$ cat src/pkg/low_power_clock_pkg.sv
// Constants and types shared by the low-power clock controller
package low_power_clock_pkg;
    // ********************************
    // Clock and time base
    // ********************************
    localparam int CLK_PERIOD_PS = 25000;
    localparam int SPIKE_MIN_NS = 100; // Least spacing of real main edges
    localparam int MAIN_MISS_NS = 1000; // Longest gap before an edge counts as missing
    localparam int AUX_PERIOD_NS = 2000; // Period of the auxiliary oscillator
    localparam logic [7:0] SPIKE_MIN_CYC = 8'((SPIKE_MIN_NS * 1000 + CLK_PERIOD_PS - 1) / CLK_PERIOD_PS);
    localparam logic [7:0] MAIN_MISS_CYC = 8'((MAIN_MISS_NS * 1000) / CLK_PERIOD_PS);
    localparam logic [7:0] AUX_CYC = 8'((AUX_PERIOD_NS * 1000) / CLK_PERIOD_PS);
    // ********************************
    // Counts in internal clock ticks and machine cycles
    // ********************************
    localparam logic [3:0] PERIPH_DIV = 4'hc; // Peripheral clock divider
    localparam int RST_DELAY_TICKS = 2048; // Internal reset delay
    localparam logic [2:0] MC_SHORT = 3'h2;
    localparam logic [2:0] MC_MID = 3'h4;
    localparam logic [2:0] MC_LONG = 3'h5;
    // ********************************
    // Register map
    // ********************************
    localparam logic [11:0] ADDR_CTRL = 12'h000; // Oscillator control
    localparam logic [11:0] ADDR_STAT = 12'h004; // Block status
    localparam int CTRL_MAIN_OSC_OFF_BIT_BIT = 0;
    // ********************************
    // Types
    // ********************************
    typedef enum logic [1:0] {PW_RUN, PW_WAIT, PW_STOP, PW_STAB} pwr_t;
    typedef enum logic [1:0] {MODE_MAIN, MODE_NMI, MODE_INT} mode_t;
    typedef enum logic [1:0] {ACT_NONE, ACT_RESUME, ACT_ISR, ACT_NMI_FIRST} wake_act_t;
    typedef struct packed {
        pwr_t pst;
        mode_t entryMode;
        wake_act_t wakeAct;
        logic optCaught, optRc, optSafe, main_osc_off_bit, mainOscEn, halt;
        logic coreRst, wakeNmi, mainPrev, mainRun, auxRun, intTick, periphTick;
        logic instrBusy, instrDone, wakePulse, lpSkip, pready, pslverr;
        logic [11:0] rstCnt, stabCnt;
        logic [7:0] gapCnt, auxCnt;
        logic [3:0] divCnt;
        logic [2:0] instrCnt;
        logic [31:0] prdata;
    } ctl_t;
    localparam ctl_t CTL_RST = '{pst: PW_RUN, entryMode: MODE_MAIN, wakeAct: ACT_NONE,
        coreRst: 1'b1, halt: 1'b1, mainOscEn: 1'b1, default: '0};
endpackage

$ cat src/hw/low_power_clock_control.sv
// Power-mode and clock-source controller for a small 8-bit core
`timescale 1ns/1ps
`default_nettype none
// ********************************
// ********************************
module low_power_clock_control
    import low_power_clock_pkg::*;
(
    input wire logic clk,
    input wire logic arst_n,
    input wire logic psel,
    input wire logic penable,
    input wire logic pwrite,
    input wire logic [11:0] paddr,
    input wire logic [31:0] pwdata,
    input wire logic [3:0] pstrb,
    output logic pready,
    output logic [31:0] prdata,
    output logic pslverr,
    input wire logic optRcNetwork,
    input wire logic optSafeguard,
    input wire logic mainOscIn,
    input wire logic wdogActive,
    input wire logic wdogRst,
    input wire logic lpReq,
    input wire logic lpStop,
    input wire logic [1:0] coreMode,
    input wire logic irqReq,
    input wire logic nmiReq,
    input wire logic globalIntEnable,
    input wire logic instrStart,
    input wire logic [1:0] instrLen,
    output logic coreRst,
    output logic coreHalt,
    output logic mainOscEnable,
    output logic auxOscRun,
    output logic intTick,
    output logic periphTick,
    output logic instrDone,
    output logic wakePulse,
    output logic [1:0] wakeAction,
    output logic lpSkipped,
    output logic [1:0] powerState
);
    // ********************************
    // State and helper signals
    // ********************************
    ctl_t r; // Registered state
    ctl_t n; // Next state
    logic mainEdge; // Raw rising edge of main oscillator
    logic edgeOk; // Edge that passed the spike filter
    logic auxTick; // One auxiliary oscillator period
    logic tick; // Internal clock tick
    logic nmiOk; // NMI allowed by the global enable
    logic wake; // Any enabled wake-up source
    logic acc; // APB access phase
    logic [31:0] rdVal; // Read mux

    // Decide what the core does after wake-up
    function automatic wake_act_t pickAct(input mode_t m, input logic nmi);
        wake_act_t a;
        a = ACT_RESUME;
        case (m)
            MODE_MAIN: a = ACT_ISR;
            MODE_NMI: a = ACT_RESUME;
            MODE_INT: a = nmi ? ACT_NMI_FIRST : ACT_RESUME;
            default: a = ACT_RESUME;
        endcase
        return a;
    endfunction

    // Cycle count of an instruction class
    function automatic logic [2:0] lenCycles(input logic [1:0] c);
        logic [2:0] v;
        v = MC_SHORT;
        case (c)
            2'h1: v = MC_MID;
            2'h2: v = MC_LONG;
            default: v = MC_SHORT;
        endcase
        return v;
    endfunction

    // ********************************
    // Next-state logic
    // ********************************
    always_comb begin
        n = r;
        n.lpSkip = 1'b0;
        n.wakePulse = 1'b0;
        n.instrDone = 1'b0;
        n.periphTick = 1'b0;
        // Options caught once after reset and then frozen
        if (!r.optCaught) begin
            n.optCaught = 1'b1;
            n.optSafe = optSafeguard;
            n.optRc = optRcNetwork;
        end
        // Main oscillator edge, filtered when safeguard is on
        mainEdge = mainOscIn & ~r.mainPrev;
        n.mainPrev = mainOscIn;
        // Counter reads one less than the cycles since the last edge, so compare against min - 1
        edgeOk = mainEdge & (~r.optSafe | (r.gapCnt >= SPIKE_MIN_CYC - 8'h01));
        if (edgeOk) begin
            n.gapCnt = 8'h00;
            n.mainRun = 1'b1;
        end else begin
            // Saturate so a dead oscillator never wraps back to running
            if (r.gapCnt != 8'hff) begin
                n.gapCnt = r.gapCnt + 8'h01;
            end
            if (r.gapCnt >= MAIN_MISS_CYC) begin
                n.mainRun = 1'b0;
            end
        end
        // First auxiliary tick comes a full period after start
        auxTick = r.auxRun & (r.auxCnt == AUX_CYC - 8'h01);
        if (!r.auxRun || auxTick) begin
            n.auxCnt = 8'h00;
        end else begin
            n.auxCnt = r.auxCnt + 8'h01;
        end
        // Internal clock from whichever source runs
        tick = (edgeOk & r.mainRun) | auxTick;
        n.intTick = tick;
        // Peripheral clock divider
        if (tick) begin
            if (r.divCnt == PERIPH_DIV - 4'h1) begin
                n.divCnt = 4'h0;
                n.periphTick = 1'b1;
            end else begin
                n.divCnt = r.divCnt + 4'h1;
            end
        end
        // Instruction timing in machine cycles
        if (r.instrBusy && r.periphTick) begin
            if (r.instrCnt == 3'h1) begin
                n.instrBusy = 1'b0;
                n.instrDone = 1'b1;
            end else begin
                n.instrCnt = r.instrCnt - 3'h1;
            end
        end else if (instrStart && !r.instrBusy && !r.halt) begin
            n.instrBusy = 1'b1;
            n.instrCnt = lenCycles(instrLen);
        end
        // Reset delay counts internal ticks, whatever the source
        if (r.coreRst && tick) begin
            if (r.rstCnt == 12'(RST_DELAY_TICKS - 1)) begin
                n.coreRst = 1'b0;
            end else begin
                n.rstCnt = r.rstCnt + 12'h001;
            end
        end
        // Wake sources; NMI needs the global enable
        nmiOk = nmiReq & globalIntEnable;
        wake = irqReq | nmiOk;
        // Power state machine
        case (r.pst)
            PW_RUN: begin
                if (lpReq && !r.coreRst) begin
                    if (wake) begin
                        n.lpSkip = 1'b1;
                    end else begin
                        n.entryMode = mode_t'(coreMode);
                        // Stop is refused while any watchdog runs
                        n.pst = (lpStop && !wdogActive) ? PW_STOP : PW_WAIT;
                    end
                end
            end
            PW_WAIT: begin
                // Clock kept running, so resume at once
                if (wake) begin
                    n.pst = PW_RUN;
                    n.wakePulse = 1'b1;
                    n.wakeAct = pickAct(r.entryMode, nmiOk); // Off bit left alone
                end
            end
            PW_STOP: begin
                if (wake) begin
                    n.pst = PW_STAB;
                    n.stabCnt = 12'h000;
                    n.wakeNmi = nmiOk;
                end
            end
            PW_STAB: begin
                // Oscillator restarting; hold the core until settled
                if (tick) begin
                    if (r.stabCnt == 12'(RST_DELAY_TICKS - 1)) begin
                        n.pst = PW_RUN;
                        n.wakePulse = 1'b1;
                        n.wakeAct = pickAct(r.entryMode, r.wakeNmi);
                    end else begin
                        n.stabCnt = r.stabCnt + 12'h001;
                    end
                end
            end
            default: begin
                n.pst = PW_RUN;
            end
        endcase
        // APB slave: two-cycle access, answer in second cycle
        acc = psel & penable;
        n.pready = acc & ~r.pready;
        n.pslverr = 1'b0;
        rdVal = 32'h0000_0000;
        if (paddr == ADDR_CTRL) begin
            rdVal[CTRL_MAIN_OSC_OFF_BIT_BIT] = r.main_osc_off_bit;
        end else if (paddr == ADDR_STAT) begin
            rdVal[1:0] = r.pst;
            rdVal[2] = r.mainRun;
            rdVal[3] = r.auxRun;
            rdVal[4] = r.coreRst;
            rdVal[5] = r.optSafe;
            rdVal[6] = r.optRc;
            rdVal[7] = r.mainOscEn;
        end else begin
            n.pslverr = acc & ~r.pready;
        end
        if (acc && !r.pready) begin
            n.prdata = pwrite ? 32'h0000_0000 : rdVal;
        end
        // Writes land on the edge where pready is seen high
        if (acc && r.pready && pwrite && (paddr == ADDR_CTRL) && pstrb[0]) begin
            n.main_osc_off_bit = pwdata[CTRL_MAIN_OSC_OFF_BIT_BIT];
        end
        // Watchdog reset wins over the power state, reset count, off bit and instruction timer, incl. a bus write
        if (wdogRst) begin
            n.coreRst = 1'b1;
            n.rstCnt = 12'h000;
            n.main_osc_off_bit = 1'b0;
            n.pst = PW_RUN;
            n.instrBusy = 1'b0;
        end
        // Auxiliary runs only with safeguard and no main clock; next state so stop halts it at once
        n.auxRun = r.optSafe & ~r.mainRun & (n.pst != PW_STOP);
        // Off bit only matters with safeguard, which brings the backup clock
        n.mainOscEn = ~(n.main_osc_off_bit & r.optSafe) & (n.pst != PW_STOP);
        n.halt = n.coreRst | (n.pst != PW_RUN);
    end

    // ********************************
    // State register
    // ********************************
    always_ff @(posedge clk or negedge arst_n) begin
        if (!arst_n) begin
            r <= CTL_RST;
        end else begin
            r <= n;
        end
    end

    // ********************************
    // Outputs, all from flops
    // ********************************
    assign pready = r.pready;
    assign prdata = r.prdata;
    assign pslverr = r.pslverr;
    assign coreRst = r.coreRst;
    assign coreHalt = r.halt;
    assign mainOscEnable = r.mainOscEn;
    assign auxOscRun = r.auxRun;
    assign intTick = r.intTick;
    assign periphTick = r.periphTick;
    assign instrDone = r.instrDone;
    assign wakePulse = r.wakePulse;
    assign wakeAction = r.wakeAct;
    assign lpSkipped = r.lpSkip;
    assign powerState = r.pst;

    // ********************************
    // Checks
    // ********************************
    logic [3:0] tickSeen; // Internal ticks since last peripheral tick
    always_ff @(posedge clk or negedge arst_n) begin
        if (!arst_n) begin
            tickSeen <= 4'h0;
        end else if (r.periphTick) begin
            tickSeen <= 4'h0;
        end else if (r.intTick) begin
            tickSeen <= tickSeen + 4'h1;
        end
    end
endmodule
`default_nettype wire

$ cat config.mk
export PLATFORM = sky130hd
export DESIGN_NAME = low_power_clock_control
export DESIGN_NICKNAME = d
export VERILOG_FILES = /design/src/pkg/low_power_clock_pkg.sv /design/src/hw/low_power_clock_control.sv
export SDC_FILE = /design/constraint.sdc
export NUM_CORES = 1
export LEC_CHECK = 0
export BUFFER_PORTS_ARGS = -buffer_cell sky130_fd_sc_hd__clkbuf_2
export CAP_MARGIN = 0
export CORE_AREA = 8 8 120 89
export DETAILED_ROUTE_END_ITERATION = 6
export DIE_AREA = 0 0 128 97
export HOLD_SLACK_MARGIN = 0.1
export PLACE_DENSITY = 0.84
export SYNTH_ARGS = -nofsm -noshare
export SYNTH_HDL_FRONTEND = slang
export SYNTH_SLANG_ARGS = --single-unit
$ cat constraint.sdc
create_clock -name clk -period 2.8 [get_ports clk]
set_input_delay 0.28 -clock clk [delete_from_list [all_inputs] [get_ports clk]]
set_output_delay 0.28 -clock clk [all_outputs]
set_load 0.01 [all_outputs]
==> metrics.txt <==
FFs w/ async S/R, synth=100%; worst path arrival time=2.80 ns; Final HPWL DP=6.44 mm; post-synthesis average cell area=around 10 µm²; Crit. path cell count=6; synthesized flop and latch total=80; grt ovf=0; Critical Path RT=3.02 ns; unrepaired setup endpoints after global routing=false; wire per inst=between 10 and 15 µm; Initial Utilization=48.3%; met2 Usage GRT=23.3%; Critical Path End Type=flip-flop; met1 usage in global routing=roughly 18%; Internal Pwr Total=2.12 mW; full die area=0.0124 mm²; clock slew at reported path FFs=approximately 0.06 ns; Comb pwr share=12.2%; clk sinks=80; Mapped Area=between 0.004 and 0.005 mm²; maxcap violations=0; Slew Viols, Final=0; H-tree levels=3; port bufs=56; Core Box Area=0.00878 mm²; largest net degree at the start of global routing=81; power density over the cells=602 mW/mm²; DRT antenna net count=0; Die X=128 µm; most common cell after layout, fill and taps aside=dfrtp_1; clock share of power=41.6%; Ports=115; CP max FO=14; Final Hold Vio Count=0; Layout area overhead=12.9%; total power=2.88 mW; max incr delay on CP=just under 0.5 ns; Worst Reg-to-Reg Cells=6; worst r2r src=r[47]; Sequential Power Share=46.2%; switch share=26.5%; startpoint types=flip-flop; Max VDD drop=0.000300 V; Cell Chain, Critical Path=ha_1 -> nor4b_1 -> a211o_4 -> nand2_2 -> a31oi_1 -> mux2_1; Main synth FF type=dfrtp_1; initial drt markers=161; Gate Count Post-Synth=~420; Final Cycle Share=between 90% and 100%; first-pass GRT wire length=between 10 and 15 mm; Worst Path Buf+Inv=0; drc violations=0; Crit-path slowest cell=nor4b_1; DRT Wirelength=slightly below 9 mm; total track usage=14.7%; met3 Use GR=5.21%; sequential fraction of the synthesis area=47.3%; post-synth cell types=60; share of cells above drive strength 1=23.2%; CP Class=flip-flop to flip-flop; first-pass iteration count of the detailed router=4; status=completed; slew margin rel.=between 30% and 40%; Most Crowded Layer GR=met2; antenna diode instance count=0; Routability Congestion=0.818; CTS tree=done; worst skew pair latency=0.33 ns; P_leak=2.26 nW; Setup crit start=r[47]; CTS resizes=0; Hold WC Path Type=input port to asynchronous set/reset pin; DR vias/cell=between 5 and 6; CTS root buf=clkbuf_16; commonest non-fill, non-tap cells in the layout=dfrtp_1 (77), clkbuf_2 (55), nor2_1 (35); Final Skew=0.00420 ns; delay-heaviest family, CP=compound AO/OA/AOI/OAI gates; R2R Path End=wakeAction[1]; Via Count=3113; Tmin final=about 2.6 ns; TritonCTS Buffers=9; actual slew at the worst max-slew pin=0.977 ns; final setup TNS=0 ns; vias in the first global route=3167; CP Capture Point=wakeAction[1]; Cell Rows=29; f_max=387 MHz; Die Height=97 µm; switching power=~0.76 mW; final setup vio count=0; r2r setup slk=0.22 ns; Max clock buf depth=2; Post-synth EDFFs=0; yosys warns=0; Net count, final=542; antenna violations before repair=0
layout make-up:
cell class	count	area (µm²)
fill	777	3990
sequential	80	2010
multi-input combinational	295	1930
timing repair buffer	60	315
clock buffer	10	239
tap	124	155
clock inverter	6	72.6
inverter	19	71.3
per-layer routing:
metal	vias to the layer above	part of all wire, %
met5	-	0
li1	1516	-
met2	93	48
met3	13	6.8
met4	0	1.9
met1	1491	43
metrics by stage:
step           worst slack, ns  hold slack (ns)  area (µm²)  utilization (%)  cells
3_5_place_dp             0.254            0.416        4470             50.9    577
2_1_floorplan            0.691          -0.0156        4330                -    441
6_report                 0.219           0.0926        4790             54.5    594
3_3_place_gp             0.378            0.412        4470             50.9    577
5_1_grt                  0.117            0.173        4790             54.5    594
4_1_cts                  0.209            0.150        4790             54.5    594
cells by family after synthesis:
family / after synthesis / share of synthesized area (%)
AND/OR/NAND/NOR: 148 / 18.4
other: 2 / 0.177
flip-flops: 80 / 47.3
XOR/XNOR: 17 / 3.51
AO/OA/AOI/OAI: 78 / 14.2
buffers and inverters: 66 / 9.29
adder cells (fa/ha/maj): 9 / 2.65
multiplexers: 18 / 4.51
flip-flops by register name, indices dropped and copies added (netlist names):
register / count
auxOscRun: 1
coreHalt: 1
coreRst: 1
instrDone: 1
intTick: 1
lpSkipped: 1
mainOscEnable: 1
periphTick: 1
powerState: 2
prdata: 8
pready: 1
pslverr: 1
r: 57
wakeAction: 2
wakePulse: 1
power groups by stage:
stage | logic, mW | registers, mW | clock network (mW)
detailed placement | 0.353 | 1.35 | 0
floorplan | 0.291 | 1.32 | 0
CTS | 0.355 | 1.33 | 1.22
global route | 0.396 | 1.35 | 1.28
finish | 0.351 | 1.33 | 1.20
global placement | 0.332 | 1.34 | 0
Yosys cell counts (5+ instances only):
cell type | instances | area (µm²)
a2111oi_2 | 5 | 75.1
mux2_2 | 8 | 90.1
a21oi_1 | 16 | 80.1
nor2_1 | 35 | 131
nor2b_1 | 6 | 37.5
o21ai_0 | 15 | 75.1
nand4_1 | 8 | 50.1
nand2_1 | 34 | 128
mux2i_1 | 9 | 90.1
buf_4 | 36 | 270
nand3_1 | 20 | 100
xnor2_1 | 10 | 87.6
ha_1 | 9 | 113
dfrtp_1 | 77 | 1930
inv_1 | 19 | 71.3
a22o_1 | 9 | 78.8
xor2_1 | 7 | 61.3
a211oi_1 | 5 | 37.5
a31oi_1 | 5 | 31.3
and3_1 | 10 | 62.6
clkbuf_1 | 7 | 26.3
nand2b_1 | 5 | 31.3
what timing repair did:
action / 4_1_cts / 5_1_grt
hold buffers: 1 / 0
setup buffers: 0 / 0
hold endpoints to repair: 1 / 0
worst reg2reg max path, delay by kind of cell (launching register included):
family	cells	cell delay (ns)
AOI/OAI and AO/OA	2	0.70
adders and majority gates	1	0.28
DFF	1	0.43
muxes	1	0.37
and+or+nand+nor	2	0.68
how the worst min path moves through the flow:
stage | cells past startpoint | to | slack, ns | from
after floorplan | 0 | auxOscRun | -0.02 | arst_n
after global placement | 1 | r[89] | 0.41 | mainOscIn
after detailed placement | 1 | r[89] | 0.42 | mainOscIn
after CTS | 1 | pready | 0.15 | arst_n
after global routing | 2 | r[96] | 0.17 | optRcNetwork
final | 1 | instrDone | 0.09 | arst_n
No activity file was read; power rests on OpenSTA's default activity.
